==> config.mk <==
export PLATFORM = sky130hd
export DESIGN_NAME = acq_sequencer
export DESIGN_NICKNAME = d
export VERILOG_FILES = /design/src/hw/acq_pkg.sv /design/src/hw/trig_if.sv /design/src/hw/trig_qual.sv /design/src/hw/led_pattern.sv /design/src/hw/acq_sequencer.sv
export SDC_FILE = /design/constraint.sdc
export NUM_CORES = 1
export LEC_CHECK = 0
export ABC_AREA = 1
export BUFFER_PORTS_ARGS = -buffer_cell sky130_fd_sc_hd__buf_2
export CORE_ASPECT_RATIO = 1.75
export CORE_UTILIZATION = 48
export CTS_CLUSTER_SIZE = 28
export DETAILED_ROUTE_END_ITERATION = 6
export MAX_ROUTING_LAYER = met4
export PLACE_DENSITY = 0.63
export SLEW_MARGIN = 20
export SYNTH_ARGS = -nofsm -noshare
export SYNTH_HDL_FRONTEND = slang
export SYNTH_HIERARCHICAL = 1
export SYNTH_SLANG_ARGS = --single-unit
==> constraint.sdc <==
create_clock -name clk -period 4.3 [get_ports clk]
set_input_delay 0.43 -clock clk [delete_from_list [all_inputs] [get_ports clk]]
set_output_delay 0.43 -clock clk [all_outputs]
set_load 0.05 [all_outputs]
==> src/hw/acq_pkg.sv <==
// Behaviour
// - five acquisition modes; exactly one is active at any time.
// - status LED blink pattern shows the active acquisition mode.
// - free-run makes its own trigger and acquires frames continuously.
// - free-run trigger period follows from the longer of exposure time and readout time.
// - free-run always overlaps next exposure with previous readout.
// - external trigger comes from the grabber line or the trigger pin.
// - master modes take exposure length from the held programmed value.
// - in master modes a valid trigger starts the programmed exposure at once.
// - non-overlapped modes start readout only after exposure has ended.
// - non-overlapped modes ignore triggers during readout.
// - master mode trigger during exposure restarts it; old frame discarded.
// - non-overlapped modes go idle after exposure and readout complete.
// - master overlap accepts triggers during readout, exposing concurrently.
// - overlap modes begin readout exactly when exposure ends.
// - overlap modes ignore triggers during exposure or under 224.7 ms apart.
// - reading out one frame takes 224.7 ms.
// - slave exposure lasts from trigger detection until trigger drops.
// - slave overlap accepts triggers during readout, exposing concurrently.
// - trigger pulses narrower than 100 us are rejected, no image taken.
// - strobe output starts and lasts exactly with the exposure.
package acq_pkg;
	typedef enum logic [2:0] {
		mode_free,
		mode_master,
		mode_master_ovl,
		mode_slave,
		mode_slave_ovl
	} mode_t;

	localparam int unsigned CLK_MHZ = 200;
	localparam int unsigned READOUT_US = 224700;
	localparam int unsigned READOUT_CYC = READOUT_US * CLK_MHZ;
	localparam int unsigned MIN_PULSE_US = 100;
	localparam int unsigned MIN_PULSE_CYC = MIN_PULSE_US * CLK_MHZ;
	localparam int unsigned LED_UNIT_MS = 100;
	localparam int unsigned LED_UNIT_CYC = LED_UNIT_MS * 1000 * CLK_MHZ;
	localparam int unsigned LED_STEPS = 16;
	localparam logic [2:0] MODE_RESET = 3'h0;
	localparam logic [31:0] EXP_RESET = 32'h001e8480;
endpackage

==> src/hw/trig_if.sv <==
`timescale 1ns/1ps
interface trig_if;
	logic start;
	logic level;
	modport src(output start, output level);
	modport dst(input start, input level);
endinterface

==> src/hw/trig_qual.sv <==
`timescale 1ns/1ps
module trig_qual #(
	parameter int unsigned MIN_CYC = acq_pkg::MIN_PULSE_CYC
) (
	input wire logic clk,
	input wire logic rst_n,
	input wire logic trig_cc,
	input wire logic trig_ext,
	input wire logic src_ext,
	input wire logic pol_high,
	trig_if.src t
);
	import acq_pkg::*;

	if (MIN_CYC < 1) $error("minimum pulse width must be one cycle or more");

	logic raw;
	logic act;
	logic [31:0] cnt;

	assign raw = src_ext ? trig_ext : trig_cc;
	assign act = pol_high ? raw : ~raw;

	// width counter saturates so a long pulse stays qualified
	always_ff @(posedge clk or negedge rst_n) begin
		if (!rst_n) begin
			cnt <= 32'h0;
		end else if (!act) begin
			cnt <= 32'h0;
		end else if (cnt < 32'(MIN_CYC)) begin
			cnt <= cnt + 32'h1;
		end
	end

	// short pulses never reach the count and never start a frame
	always_ff @(posedge clk or negedge rst_n) begin
		if (!rst_n) begin
			t.start <= 1'b0;
			t.level <= 1'b0;
		end else begin
			t.start <= act && cnt == 32'(MIN_CYC - 1);
			t.level <= act && cnt >= 32'(MIN_CYC - 1);
		end
	end

	short_reject_a: assert property (@(posedge clk) disable iff (!rst_n)
		t.start |-> $past(cnt) == 32'(MIN_CYC - 1) && $past(act))
		else $error("trigger started without full minimum width");
endmodule

==> src/hw/led_pattern.sv <==
`timescale 1ns/1ps
module led_pattern #(
	parameter int unsigned UNIT_CYC = acq_pkg::LED_UNIT_CYC
) (
	input wire logic clk,
	input wire logic rst_n,
	input wire acq_pkg::mode_t mode,
	output logic led
);
	import acq_pkg::*;

	if (UNIT_CYC < 1) $error("led unit must be one cycle or more");

	logic [31:0] unit_cnt;
	logic [3:0] step;
	logic [3:0] blinks;

	// mode n gives n+1 short flashes, then a dark gap
	assign blinks = 4'({1'b0, mode}) + 4'h1;

	always_ff @(posedge clk or negedge rst_n) begin
		if (!rst_n) begin
			unit_cnt <= 32'h0;
			step <= 4'h0;
		end else if (unit_cnt == 32'(UNIT_CYC - 1)) begin
			unit_cnt <= 32'h0;
			step <= step + 4'h1;
		end else begin
			unit_cnt <= unit_cnt + 32'h1;
		end
	end

	always_ff @(posedge clk or negedge rst_n) begin
		if (!rst_n) begin
			led <= 1'b0;
		end else begin
			led <= !step[0] && (step >> 1) < blinks;
		end
	end

	led_gap_a: assert property (@(posedge clk) disable iff (!rst_n)
		step == 4'hf |=> !led)
		else $error("led lit inside the dark gap");
endmodule

==> src/hw/acq_sequencer.sv <==
`timescale 1ns/1ps
module acq_sequencer #(
	parameter int unsigned READOUT_CYC = acq_pkg::READOUT_CYC,
	parameter int unsigned MIN_PULSE_CYC = acq_pkg::MIN_PULSE_CYC,
	parameter int unsigned LED_UNIT_CYC = acq_pkg::LED_UNIT_CYC
) (
	input wire logic clk,
	input wire logic rst_n,
	input wire logic [2:0] cfg_mode,
	input wire logic [31:0] cfg_exp_cyc,
	input wire logic trig_cc,
	input wire logic trig_ext,
	input wire logic src_ext,
	input wire logic pol_high,
	output logic strobe,
	output logic reading,
	output logic frame_start,
	output logic frame_drop,
	output logic trig_ack,
	output acq_pkg::mode_t active_mode,
	output logic led
);
	import acq_pkg::*;

	if (READOUT_CYC < 2) $error("readout must be two cycles or more");
	if (MIN_PULSE_CYC < 1) $error("minimum pulse must be one cycle or more");

	trig_if t();

	logic exposing;
	logic [31:0] exp_cnt;
	logic [31:0] exp_len;
	logic [31:0] rd_cnt;
	logic [31:0] gap_cnt;
	logic [31:0] period;
	logic gap_full;
	logic fire;
	logic exp_end;
	logic rd_end;
	logic slave_kind;
	logic ovl_kind;
	logic idle;
	logic free_cfg;

	////////////////////////////////////////////////////////////////////
	// helpers

	trig_qual #(.MIN_CYC(MIN_PULSE_CYC)) u_qual (
		.clk(clk),
		.rst_n(rst_n),
		.trig_cc(trig_cc),
		.trig_ext(trig_ext),
		.src_ext(src_ext),
		.pol_high(pol_high),
		.t(t.src)
	);

	led_pattern #(.UNIT_CYC(LED_UNIT_CYC)) u_led (
		.clk(clk),
		.rst_n(rst_n),
		.mode(active_mode),
		.led(led)
	);

	////////////////////////////////////////////////////////////////////
	// configuration

	assign slave_kind = active_mode == mode_slave ||
		active_mode == mode_slave_ovl;
	assign ovl_kind = active_mode == mode_master_ovl ||
		active_mode == mode_slave_ovl;
	assign idle = !exposing && !reading;
	// a pending switch out of free-run must not start a stray frame
	assign free_cfg = cfg_mode == 3'h0 || cfg_mode > 3'h4;

	// free-run never drains its readout, so it may switch between exposures
	always_ff @(posedge clk or negedge rst_n) begin
		if (!rst_n) begin
			active_mode <= mode_t'(MODE_RESET);
			exp_len <= EXP_RESET;
		end else if (idle || (active_mode == mode_free && !exposing)) begin
			active_mode <= cfg_mode > 3'h4 ? mode_free : mode_t'(cfg_mode);
			exp_len <= cfg_exp_cyc == 32'h0 ? 32'h1 : cfg_exp_cyc;
		end
	end

	////////////////////////////////////////////////////////////////////
	// trigger acceptance

	assign gap_full = gap_cnt >= 32'(READOUT_CYC);
	assign period = exp_len > 32'(READOUT_CYC) ? exp_len : 32'(READOUT_CYC);

	always_comb begin
		fire = 1'b0;
		case (active_mode)
			mode_free: fire = !exposing && gap_cnt >= period && free_cfg;
			mode_master: fire = t.start && !reading;
			mode_master_ovl: fire = t.start && !exposing && gap_full;
			mode_slave: fire = t.start && idle;
			mode_slave_ovl: fire = t.start && !exposing && gap_full;
			default: fire = 1'b0;
		endcase
	end

	// starts saturated so the first trigger after reset is taken
	always_ff @(posedge clk or negedge rst_n) begin
		if (!rst_n) begin
			gap_cnt <= 32'(READOUT_CYC);
		end else if (fire) begin
			gap_cnt <= 32'h1;
		end else if (gap_cnt < period) begin
			gap_cnt <= gap_cnt + 32'h1;
		end
	end

	always_ff @(posedge clk or negedge rst_n) begin
		if (!rst_n) begin
			trig_ack <= 1'b0;
		end else begin
			trig_ack <= fire && active_mode != mode_free;
		end
	end

	////////////////////////////////////////////////////////////////////
	// exposure

	// slave length is the trigger width; others count the programmed value
	assign exp_end = exposing && !fire && (slave_kind ? !t.level :
		exp_cnt == exp_len - 32'h1);

	always_ff @(posedge clk or negedge rst_n) begin
		if (!rst_n) begin
			exposing <= 1'b0;
			exp_cnt <= 32'h0;
		end else if (fire) begin
			exposing <= 1'b1;
			exp_cnt <= 32'h0;
		end else if (exp_end) begin
			exposing <= 1'b0;
		end else if (exposing) begin
			exp_cnt <= exp_cnt + 32'h1;
		end
	end

	always_ff @(posedge clk or negedge rst_n) begin
		if (!rst_n) begin
			strobe <= 1'b0;
		end else begin
			strobe <= fire || (exposing && !exp_end);
		end
	end

	// restarted exposure throws its frame away without readout
	always_ff @(posedge clk or negedge rst_n) begin
		if (!rst_n) begin
			frame_drop <= 1'b0;
		end else begin
			frame_drop <= fire && exposing;
		end
	end

	////////////////////////////////////////////////////////////////////
	// readout

	assign rd_end = reading && rd_cnt == 32'(READOUT_CYC - 1);

	// a new exposure end restarts the readout timer for the fresh frame
	always_ff @(posedge clk or negedge rst_n) begin
		if (!rst_n) begin
			reading <= 1'b0;
			rd_cnt <= 32'h0;
		end else if (exp_end) begin
			reading <= 1'b1;
			rd_cnt <= 32'h0;
		end else if (rd_end) begin
			reading <= 1'b0;
		end else if (reading) begin
			rd_cnt <= rd_cnt + 32'h1;
		end
	end

	always_ff @(posedge clk or negedge rst_n) begin
		if (!rst_n) begin
			frame_start <= 1'b0;
		end else begin
			frame_start <= exp_end;
		end
	end

	////////////////////////////////////////////////////////////////////
	// checks

	one_mode_a: assert property (@(posedge clk) disable iff (!rst_n)
		active_mode inside {mode_free, mode_master, mode_master_ovl,
			mode_slave, mode_slave_ovl})
		else $error("no valid acquisition mode");

	ro_follows_a: assert property (@(posedge clk) disable iff (!rst_n)
		exp_end |=> frame_start && reading && rd_cnt == 32'h0 && !strobe)
		else $error("readout did not follow exposure end");

	ro_ignore_a: assert property (@(posedge clk) disable iff (!rst_n)
		(active_mode == mode_master || active_mode == mode_slave) &&
		reading && t.start |=> !trig_ack && !frame_drop)
		else $error("trigger taken during readout");

	exp_restart_a: assert property (@(posedge clk) disable iff (!rst_n)
		active_mode == mode_master && exposing && t.start && !reading
		|=> frame_drop && strobe && exp_cnt == 32'h0 && !frame_start)
		else $error("exposure not restarted on new trigger");

	ovl_reject_a: assert property (@(posedge clk) disable iff (!rst_n)
		ovl_kind && t.start && (exposing || !gap_full) |=> !trig_ack)
		else $error("overlap trigger taken too early");

	ovl_take_a: assert property (@(posedge clk) disable iff (!rst_n)
		ovl_kind && t.start && reading && !exposing && gap_full
		|=> trig_ack && strobe && !frame_drop)
		else $error("overlap trigger during readout not taken");

	ro_length_a: assert property (@(posedge clk) disable iff (!rst_n)
		rd_end && !exp_end |=> !reading && !frame_start)
		else $error("readout did not end on time");

	exp_length_a: assert property (@(posedge clk) disable iff (!rst_n)
		!slave_kind && exposing && !fire && exp_cnt == exp_len - 32'h1
		|=> !strobe && frame_start)
		else $error("programmed exposure length wrong");

	slave_end_a: assert property (@(posedge clk) disable iff (!rst_n)
		slave_kind && exposing && !t.level && !fire |=> !strobe && frame_start)
		else $error("slave exposure did not end with trigger");

	free_fire_a: assert property (@(posedge clk) disable iff (!rst_n)
		active_mode == mode_free && !exposing && gap_cnt >= period &&
		free_cfg |=> strobe && gap_cnt == 32'h1)
		else $error("free-run did not retrigger");

	cfg_hold_a: assert property (@(posedge clk) disable iff (!rst_n)
		exposing |=> $stable(active_mode) && $stable(exp_len))
		else $error("configuration changed mid frame");

	strobe_match_a: assert property (@(posedge clk) disable iff (!rst_n)
		strobe == $past(exposing || fire) || $past(exp_end))
		else $error("strobe not aligned with exposure");

	ack_not_free_a: assert property (@(posedge clk) disable iff (!rst_n)
		active_mode == mode_free |=> !trig_ack)
		else $error("trigger acknowledged in free-run");

	ack_strobe_a: assert property (@(posedge clk) disable iff (!rst_n)
		trig_ack |-> strobe)
		else $error("accepted trigger without exposure");

	ack_single_a: assert property (@(posedge clk) disable iff (!rst_n)
		trig_ack |=> !trig_ack)
		else $error("trigger acknowledged twice in a row");

	drop_master_a: assert property (@(posedge clk) disable iff (!rst_n)
		frame_drop |-> $past(active_mode) == mode_master)
		else $error("frame dropped outside master mode");

	slave_busy_a: assert property (@(posedge clk) disable iff (!rst_n)
		active_mode == mode_slave && !idle |=> !trig_ack)
		else $error("slave trigger taken while busy");

	plain_serial_a: assert property (@(posedge clk) disable iff (!rst_n)
		(active_mode == mode_master || active_mode == mode_slave) &&
		exposing |-> !reading)
		else $error("exposure overlaps readout in plain mode");

	start_reading_a: assert property (@(posedge clk) disable iff (!rst_n)
		frame_start |-> reading)
		else $error("frame start without readout");

	start_single_a: assert property (@(posedge clk) disable iff (!rst_n)
		frame_start |=> !frame_start)
		else $error("frame start longer than one cycle");

	strobe_fall_a: assert property (@(posedge clk) disable iff (!rst_n)
		$fell(strobe) |-> frame_start)
		else $error("strobe fell without readout start");

	strobe_rise_a: assert property (@(posedge clk) disable iff (!rst_n)
		$rose(strobe) |-> $past(fire) && exp_cnt == 32'h0)
		else $error("strobe rose without accepted trigger");

	strobe_exp_a: assert property (@(posedge clk) disable iff (!rst_n)
		strobe == exposing)
		else $error("strobe differs from exposure");

	read_bound_a: assert property (@(posedge clk) disable iff (!rst_n)
		reading |-> rd_cnt < 32'(READOUT_CYC))
		else $error("readout counter overran");

	exp_bound_a: assert property (@(posedge clk) disable iff (!rst_n)
		exposing && !slave_kind |-> exp_cnt < exp_len)
		else $error("exposure counter overran");

	ovl_gap_a: assert property (@(posedge clk) disable iff (!rst_n)
		trig_ack && $past(ovl_kind) |-> $past(gap_full) && !$past(exposing))
		else $error("overlap trigger taken inside the gap");

	free_wait_a: assert property (@(posedge clk) disable iff (!rst_n)
		active_mode == mode_free && !exposing && gap_cnt < period
		|=> !strobe)
		else $error("free-run fired before its period");
endmodule

==> out/qor_table.md, run 1 <==
| Parameter | This run | Unit |
|---|---|---|
| Critical path data arrival time | 4450 | ps |
| Failing checks | hold timing | - |
| Max frequency | 250.4 | MHz |
| Clock tree sinks | 208 | - |
| Sequential cell area fraction in the yosys report | 35.74 | % |
| RSZ-0062 raised after global routing | false | - |
| Critical path endpoint category | flop | - |
| Number of antenna violations at the first check in global routing | 0 | - |
| Vias per inst | 5.414 | - |
| Reg clk slew, reported paths | 60 | ps |
| Worst voltage drop across the vdd grid | 0.0002783 | V |
| Final sum of negative setup slack | 0 | ps |
| Number of antenna diodes | 0 | - |
| CTS tree | done | - |
| Final worst clock skew | 22.27 | ps |
| DIE WIDTH | 134 | um |
| RD Place Congestion | 1.002 | - |
| Fraction of layout instances using a drive strength above 1 | 12.32 | % |
| EDFF count, synth | 0 | - |
| Share of synthesized cell area in full adder, half adder and majority cells | 3.932 | % |
| Outcome | finished, violations left | - |
| Final max-slew violation count | 0 | - |
| Synth-to-layout area growth | 10.46 | % |
| Number of flip-flops and latches in the synthesized netlist | 208 | - |
| Number of nets in the synthesized netlist | 2127 | - |
| Post-route setup slack | 305.8 | ps |
| Final hold violation count | 14 | - |
| Fraction of registers with async set or reset after synthesis | 100.0 | % |
| Startpoint type of the worst setup path | flop | - |
| Synth Area in XOR/XNOR | 7.326 | % |
| Clock network latency to the later pin of the worst-skew pair | 540 | ps |
| Part of the cycle the worst path needs | 92.89 | % |
| Origin of the critical flop-to-flop path | exp_len[30] | - |
| Global routing usage summed across all routing layers | 29.67 | % |
| Post-synth top area share | 31.97 | % |
| Final design area excluding fillers | 16170 | um^2 |
| Critical path's largest stage delay | 430 | ps |
| Distinct cells, synth | 50 | - |
| Count of nets left with antenna violations after detail routing | 0 | - |
| Number of DRC violations after detailed-routing iteration 0 | 673 | - |
| Hold_ws | -52.59 | ps |
| Initial core utilization | 48.69 | % |
| Average size of a mapped cell | 7.175 | um^2 |
| Library cell with the largest summed area after synthesis | dfrtp_1 | - |
| Global-route wire length before repair | 69850 | um |
| Final setup fails | 0 | - |
| Routed WL per cell | 17.23 | um |
| Post-placement worst setup slack | 48.10 | ps |
| Worst Path Max Fanout | 33 | - |
| CTS max path bufs | 3 | - |
| Dominant combinational cell family by area after synthesis | simple AND/OR/NAND/NOR gates | - |
| Category of the most critical setup path | flop to flop | - |
| Syn. warnings | 6 | - |
| Most frequent cells after synthesis | 494 x nand2_1, 274 x nor2_1, 258 x inv_1 | - |
| Launch point of the critical path | exp_len[30] | - |
| Leakage power | 0.007736 | uW |
| Buffers on Ports | 49 | - |
| Count of buffers added by post-CTS timing repair for setup | 0 | - |
| Kind of path behind the tightest hold check | input port to asynchronous set/reset pin | - |
| Library cell used as clock root buffer | clkbuf_16 | - |
| Compound-gate portion of the synthesized area | 4.907 | % |
| Final nets | 2180 | - |
| Top post-synthesis cells by area | dfrtp_1 32%, nand2_1 13%, nor2_1 7.0% | - |
| Fraction of synthesized area in multiplexers | 0.07694 | % |
| Aggregate global routing overflow | 0 | - |
| Largest net degree at the start of global routing | 117 | - |
| Clock period minus worst slack | 3994 | ps |
| Length of the first detailed-routing pass in iterations | 7 | - |
| Vias in the first global route | 13557 | - |
| Total design power | 4040 | uW |
| Rows | 84 | - |
| Endpoint required time on the critical path | 4760 | ps |
| Total Die Area | 31220 | um^2 |
| Transition at the pin with the smallest max-transition slack | 1006 | ps |
| Placeable core region | 30060 | um^2 |
| Power density cells | 249.9 | nW/um^2 |
| Worst slew margin relative to its limit | 32.93 | % |
| Number of placed I/O pins | 50 | - |
| Cell area after placement | 15390 | um^2 |
| Max Cap Violations | 0 | - |
| Most common cell in the netlist | nand2_1 | - |
| Number of buffers created by CTS | 23 | - |
| Most Frequent Cell on Critical Path | nand2_1 | - |
| Top FF cell, synth | dfrtp_1 | - |
| Synthesized instance count | 2040 | - |
| Total standard cell area after synthesis | 14640 | um^2 |
| Crit path max-delay cell type | dfrtp_1 | - |
| Post-synthesis share of cell area spent on and, or, nand and nor gates | 38.96 | % |
| Ordered cell list for the critical path | nor4_2 > nand4_1 > nor3_2 > nand4_1 > or2_2 > nand2_1 > buf_4 > nor2_1 > ha_1 > nand2_1 > nor4_4 > buf_4 > nand3_1 > nand3_1 > nand2_1 > nand2_2 > nor2_8 > nand2_2 > clkinv_8 > nor2_1 | - |
| Detailed-route DRC error count | 0 | - |
| Routed vias | 13519 | - |
| Final Routed Wirelength | 43030 | um |
| Detailed Place HPWL | 32770 | um |
| Chip Height | 233 | um |
| Number of levels the H-tree was split into | 1 | - |
## final timing paths
path                                          end  slack, ps  cells past startpoint
worst min-delay path                  exp_len[16]        -50                      1
min in group clk                       exp_len[5]        110                      3
worst max register to register         rd_cnt[21]        310                     20
worst min register to register  u_led/unit_cnt[0]        480                      1
max in group asynchronous             gap_cnt[11]       3230                      2
worst max-delay path                   rd_cnt[21]        310                     20
## through the flow
step / util, % / instances / hold WS [ps]
global placement: 51.19 / 2455 / 465.8
global route: 53.79 / 2497 / 42.22
finish: 53.79 / 2497 / -52.59
CTS: 53.65 / 2497 / 45.77
floorplan: - / 2040 / 134.4
detailed placement: 51.19 / 2455 / 470.8
## cells in the final DEF (no fill, tap or decap), types with 42 or more instances in the layout
| cell | netlist | routed |
|---|---|---|
| o21ai_0 | 57 | 57 |
| xor2_1 | 84 | 84 |
| nand4_1 | 84 | 84 |
| inv_1 | 258 | 258 |
| buf_2 | 13 | 48 |
| nand3_1 | 164 | 164 |
| nor2_1 | 274 | 274 |
| nand2_1 | 494 | 494 |
| nor3_1 | 44 | 42 |
| dfrtp_1 | 187 | 187 |
| ha_1 | 46 | 46 |
## per-layer routing
layer / track usage (%) / wire length [um]
met5: - / 0
met3: 2.832 / 1434
met1: 29.51 / 15400
met2: 53.09 / 22640
met4: 22.48 / 3561
## worst max-delay path, delay by kind of cell (launching register included)
kind                       cells  cell delay (ps)
buffers and inverters          3              610
and+or+nand+nor               16             2530
DFF                            1              430
adders and majority gates      1              320
## state kept, by name, indices dropped and copies added (netlist names), 3 cells and up
signal          flops
gap_cnt            32
u_led/step          4
u_led/unit_cnt     32
exp_len            32
exp_cnt            32
u_qual/cnt         32
active_mode         3
rd_cnt             32
## where the power goes
part / leakage (uW) / switching, uW / internal (uW)
registers: 0.00262 / 8.30 / 1960
logic: 0.00475 / 71.9 / 28.2
clock network: 0.000364 / 863 / 1100
## timing repair
action                                  CTS  global route
hold buffers                              0             0
resized for setup                         0             8
endpoints found under the setup margin    0            98
## layout make-up
cell class	instances	area (um^2)
Fill cell	3023	13890
Multi-Input combinational cell	1507	8123
Sequential cell	208	5231
Inverter	271	1035
Clock buffer	29	628.1
Timing Repair Buffer	82	556.8
Tap cell	387	484.2
Clock inverter	13	110.1
## cells by family after synthesis
family | count (synthesis)
adders and majority gates | 46
AOI/OAI and AO/OA | 131
xor gates and xnor gates | 120
buffers and inverters | 325
DFF | 208
muxes | 1
and+or+nand+nor | 1209
(Power assumes the default switching activity.)
==> inputs of run 2 (changes only) <==
==> constraint.sdc (replaced) <==
create_clock -name clk -period 4.85 [get_ports clk]
set_input_delay 0.97 -clock clk [delete_from_list [all_inputs] [get_ports clk]]
set_output_delay 0.97 -clock clk [all_outputs]
set_load 0.05 [all_outputs]
==> run 2 against run 1 <==
Effect of this change:
- power decreased by 10%
- via count decreased by 1.0%
- critical endpoint is now gap_cnt[6]
- maximum frequency decreased by 11%
- register-to-register slack improved by 70 ps
- utilization decreased by 0.56 points
- non-clock buffer count decreased by 18
- sequential power decreased by 11%
- the run now ends clean
- combinational power decreased by 11%
- worst setup slack improved by 67 ps
- clock skew decreased by 1.3 ps
==> out/qor_table.md, run 2 (same netlist as run 1, synthesis figures left out) <==
| Parameter | This run | Unit |
|---|---|---|
| Outcome | complete, no violations | - |
| Reg clk slew, reported paths | 60 | ps |
| Length of the first detailed-routing pass in iterations | 5 | - |
| Aggregate global routing overflow | 0 | - |
| Commonest non-fill, non-tap cells in the layout | 494 x nand2_1, 274 x nor2_1, 258 x inv_1, 187 x dfrtp_1, 164 x nand3_1 | - |
| Clock network latency to the later pin of the worst-skew pair | 540 | ps |
| Chip Height | 233 | um |
| Transition at the pin with the smallest max-transition slack | 933.9 | ps |
| Number of antenna diodes | 0 | - |
| Routed WL per cell | 17.37 | um |
| Final hold violation count | 0 | - |
| Global-route wire length before repair | 68550 | um |
| Global routing usage summed across all routing layers | 29.06 | % |
| Vias in the first global route | 13166 | - |
| Final Routed Wirelength | 43100 | um |
| Final worst clock skew | 20.95 | ps |
| Number of placed I/O pins | 50 | - |
| Worst Path Max Fanout | 39 | - |
| Hold_buf cts | 0 | - |
| Most common cell after layout, fill and taps aside | nand2_1 | - |
| Count of buffers added by post-CTS timing repair for setup | 0 | - |
| Buffers on Ports | 49 | - |
| Count of nets left with antenna violations after detail routing | 0 | - |
| Max frequency | 223.4 | MHz |
| Part of the cycle the worst path needs | 92.31 | % |
| Final sum of negative setup slack | 0 | ps |
| Final instance count without filler cells | 2481 | - |
| Category of the most critical setup path | flop to flop | - |
| Worst slew margin relative to its limit | 37.74 | % |
| Worst voltage drop across the vdd grid | 0.0003028 | V |
| Detailed-route DRC error count | 0 | - |
| Number of DRC violations after detailed-routing iteration 0 | 727 | - |
| Total Die Area | 31220 | um^2 |
| Library cell used as clock root buffer | clkbuf_16 | - |
| Critical path data arrival time | 4950 | ps |
| Max Cap Violations | 0 | - |
| Rows | 84 | - |
| Power density cells | 226.6 | nW/um^2 |
| Synth-to-layout area growth | 9.309 | % |
| Total design power | 3626 | uW |
| Kind of path behind the tightest hold check | input port to asynchronous set/reset pin | - |
| RSZ-0062 raised after global routing | false | - |
| Gates resized, CTS repair | 0 | - |
| CTS max path bufs | 3 | - |
| Hold_ws | 464.9 | ps |
| Placed cell count | 2437 | - |
| DIE WIDTH | 134 | um |
| Routed vias | 13380 | - |
| Startpoint type of the worst setup path | flop | - |
| Largest net degree at the start of global routing | 112 | - |
| Clock period minus worst slack | 4477 | ps |
| Number of buffers created by CTS | 24 | - |
| Number of antenna violations at the first check in global routing | 0 | - |
| Final setup fails | 0 | - |
| Critical path endpoint category | flop | - |
| Clock tree sinks | 208 | - |
| Initial core utilization | 48.69 | % |
| Final max-slew violation count | 0 | - |
| Fraction of layout instances using a drive strength above 1 | 11.32 | % |
| Final core occ | 53.23 | % |
| Leakage power | 0.007625 | uW |
| Number of levels the H-tree was split into | 1 | - |
| Final nets | 2163 | - |
| CTS tree | done | - |
| Endpoint required time on the critical path | 5320 | ps |
| Placeable core region | 30060 | um^2 |
| Vias per inst | 5.393 | - |
| Detailed Place HPWL | 32860 | um |
| RD Place Congestion | 0.9527 | - |
## run 2: area by class of cell
type                            instances  area (um^2)
Clock buffer                           35        671.9
Inverter                              271         1027
Tap cell                              387        484.2
Multi-Input combinational cell       1507         8103
Fill cell                            3075        14060
Clock inverter                          9        88.84
Sequential cell                       208         5231
Timing Repair Buffer                   64        392.9
## run 2: critical path, stage by stage, from the launching register on
cell and delay [ps]:
dfrtp_1 410, nor4_1 360, nand4_1 250, nor3_2 310
nand4_1 220, or2_2 330, nand2_1 80, buf_4 220
nor2_1 70, ha_1 300, a21oi_1 150, o21ai_0 90
a21o_1 170, a21oi_1 200, nand3_1 170, nand2_1 110
nand2_2 130, inv_2 310, buf_12 260, o21ai_0 130
a31oi_1 150
## run 2: stage by stage
step                      setup slack, ps  area, um^2
after floorplan                      1278       14640
after global placement              132.1       15230
after detailed placement            51.31       15230
after CTS                           40.12       15990
after global routing                5.444       16000
final                               373.1       16000
## run 2: final timing paths
path	startpoint	to	slack, ps	cells past startpoint
min in group clk	u_led/unit_cnt[0]	u_led/unit_cnt[0]	480	1
setup / recovery	exp_len[30]	gap_cnt[6]	370	20
max in group asynchronous	rst_n	gap_cnt[11]	3320	2
hold / removal	rst_n	exp_len[16]	460	1
hold reg to reg	u_led/unit_cnt[0]	u_led/unit_cnt[0]	480	1
setup reg to reg	exp_len[30]	gap_cnt[6]	370	20
## run 2: power by group
group / switching [uW] / total [uW] / internal, uW
Sequential: 6.87 / 1750 / 1740
Combinational: 63.3 / 88.6 / 25.3
Clock: 770 / 1790 / 1020
## run 2: metal layers
metal  vias up  GRT usage, %  routed length [um]
met1      6334         28.71               15800
met5         -             -                   0
met2       290         52.96               22680
li1       6625             -                   -
met4         0         20.70                3421
met3       131         2.593                1197
==> inputs of run 3 (changes only) <==
--- a/config.mk
+++ b/config.mk
@@ -8,11 +8,13 @@
 export ABC_AREA = 1
 export BUFFER_PORTS_ARGS = -buffer_cell sky130_fd_sc_hd__buf_2
 export CORE_ASPECT_RATIO = 1.75
-export CORE_UTILIZATION = 48
+export CORE_UTILIZATION = 60
+export CTS_BUF_LIST = sky130_fd_sc_hd__clkbuf_2 sky130_fd_sc_hd__clkbuf_4 sky130_fd_sc_hd__clkbuf_8
 export CTS_CLUSTER_SIZE = 28
 export DETAILED_ROUTE_END_ITERATION = 6
 export MAX_ROUTING_LAYER = met4
-export PLACE_DENSITY = 0.63
+export PLACE_DENSITY = 0.76
+export SKIP_LAST_GASP = 1
 export SLEW_MARGIN = 20
 export SYNTH_ARGS = -nofsm -noshare
 export SYNTH_HDL_FRONTEND = slang
==> run 3 against run 2 <==
Effect of this change:
- clock skew increased by 4.6 ps
- clock power is 8% lower
- flip-flop and latch count unchanged
- combinational power rose by 4.1%
- global-route usage is 3.7 points higher
- non-clock buffer count down 3
- maximum frequency up 4.3%
- hold slack improved by 4.5 ps
- count of clock-buffer cells in the layout rose by 22
- highest routed layer unchanged
- critical path depth is 4 higher
- via count grew 0.28%
- power shrank 3.7%
==> out/qor_table.md, run 3 (same netlist as run 1, synthesis figures left out) <==
| Parameter | This run | Unit |
|---|---|---|
| Outcome | complete, no violations | - |
| Startpoint type of the worst setup path | flop | - |
| Power density cells | 220.5 | nW/um^2 |
| Hold_buf cts | 0 | - |
| Count of nets left with antenna violations after detail routing | 0 | - |
| Worst voltage drop across the vdd grid | 0.0002318 | V |
| Largest net degree at the start of global routing | 111 | - |
| Global routing met1 resource utilization | 33.42 | % |
| Endpoint of the lowest-slack register-to-register path | exp_cnt[27] | - |
| Library cell used as clock root buffer | clkbuf_8 | - |
| Max Cap Violations | 0 | - |
| Fraction of layout instances using a drive strength above 1 | 12.23 | % |
| Slack of the worst reg-to-reg path | 560 | ps |
| Final setup fails | 0 | - |
| DIE WIDTH | 120.1 | um |
| Commonest non-fill, non-tap cells in the layout | 494 x nand2_1, 274 x nor2_1, 258 x inv_1, 187 x dfrtp_1, 164 x nand3_1 | - |
| Worst Path Max Fanout | 35 | - |
| Endpoint required time on the critical path | 5340 | ps |
| Final core occ | 66.19 | % |
| Global-route met3 utilization | 4.094 | % |
| Number of placed I/O pins | 50 | - |
| Clock period minus worst slack | 4290 | ps |
| Reg clk slew, reported paths | 60 | ps |
| Vias per inst | 5.545 | - |
| Category of the most critical setup path | flop to flop | - |
| Detailed-route DRC error count | 0 | - |
| Rows | 75 | - |
| Kind of path behind the tightest hold check | input port to asynchronous set/reset pin | - |
| Final worst clock skew | 25.55 | ps |
| RD Place Congestion | 0.9662 | - |
| Final nets | 2170 | - |
| Global routing's busiest layer | met2 | - |
| Number of buffers created by CTS | 34 | - |
| Buffers on Ports | 49 | - |
| Routed WL per cell | 16.09 | um |
| Clock network latency to the later pin of the worst-skew pair | 570 | ps |
| Routed vias | 13418 | - |
| Vias in the first global route | 13300 | - |
| Most common cell after layout, fill and taps aside | nand2_1 | - |
| Final sum of negative setup slack | 0 | ps |
| Leakage power | 0.007630 | uW |
| Origin of the critical flop-to-flop path | exp_len[15] | - |
| Number of antenna violations at the first check in global routing | 1 | - |
| Final hold violation count | 0 | - |
| Transition at the pin with the smallest max-transition slack | 1018 | ps |
| Count of buffers added by post-CTS timing repair for setup | 0 | - |
| Chip Height | 208.6 | um |
| Placeable core region | 23930 | um^2 |
| Detailed Place HPWL | 29700 | um |
| Number of levels the H-tree was split into | 2 | - |
| Global routing usage summed across all routing layers | 32.79 | % |
| Global-route wire length before repair | 63340 | um |
| Part of the cycle the worst path needs | 88.46 | % |
| Critical path data arrival time | 4780 | ps |
| CTS max path bufs | 3 | - |
| Final Routed Wirelength | 38940 | um |
| Synth-to-layout area growth | 8.207 | % |
| Aggregate global routing overflow | 0 | - |
| Critical path endpoint category | flop | - |
| Initial core utilization | 61.17 | % |
| Number of DRC violations after detailed-routing iteration 0 | 651 | - |
| Max frequency | 233.1 | MHz |
| RSZ-0062 raised after global routing | false | - |
| Length of the first detailed-routing pass in iterations | 6 | - |
| Met2 Use GR | 59.14 | % |
| CTS tree | done | - |
| Gates resized, CTS repair | 0 | - |
| Final max-slew violation count | 0 | - |
| Length in cells of the worst reg-to-reg path | 24 | - |
| Worst slew margin relative to its limit | 31.51 | % |
| Total Die Area | 25050 | um^2 |
| Clock tree sinks | 208 | - |
## run 3: report_power, final
part           switching, uW  internal [uW]
logic                   66.4           25.8
registers               7.65           1740
clock network            747            904
total                    821           2670
## run 3: layer usage
layer | routed length (um) | vias up
li1 | - | 6643
met1 | 14350 | 6305
met2 | 20710 | 324
met3 | 1536 | 146
met4 | 2347 | 0
met5 | 0 | -
## run 3: worst max path at each step
stage                      startpoint     endpoint
after floorplan           exp_len[15]  gap_cnt[22]
after global placement    exp_len[30]  exp_cnt[26]
after detailed placement  exp_len[30]  exp_cnt[24]
after CTS                 exp_len[30]  exp_cnt[24]
after global routing      exp_len[15]  gap_cnt[10]
final                     exp_len[15]  exp_cnt[27]
## run 3: metrics by stage
stage               instances  hold WS [ps]  cell area [um^2]  setup WS (ps)  total power (uW)
finish                   2420         469.4             15840          559.7              3492
global route             2418         515.7             15830          85.04              3604
CTS                      2417         480.8             15820          353.2              3528
detailed placement       2355         485.4             15090          374.8              1874
global placement         2355         466.2             15090          485.8              1872
floorplan                2040         448.9             14640           1278              1803
## run 3: area by class of cell
cell class / count / area, um^2
Clock buffer: 57 / 690.7
Tap cell: 308 / 385.4
Inverter: 271 / 1027
Clock inverter: 5 / 35.03
Multi-Input combinational cell: 1507 / 8099
Timing Repair Buffer: 61 / 361.6
Sequential cell: 208 / 5231
Fill cell: 2185 / 8092
Antenna cell: 3 / 7.507
## run 3: critical path: stages (launching register included)
cell       delay [ps]
dfstp_2           580
inv_1              70
nor4_1            390
o2111ai_1         180
o211ai_1          140
a21oi_1            90
o21ai_0            80
nand2_1           150
inv_1             310
nand2_1           110
ha_1              310
a21oi_1           140
o21ai_0            90
nand2_1            70
nand2_1            60
nand2_1            60
nand2_1            50
nand2_1            70
nand3_1           140
nand2_1           110
nand2_2           110
inv_2             350
buf_6             340
nand3_1           120
nand2_1            80
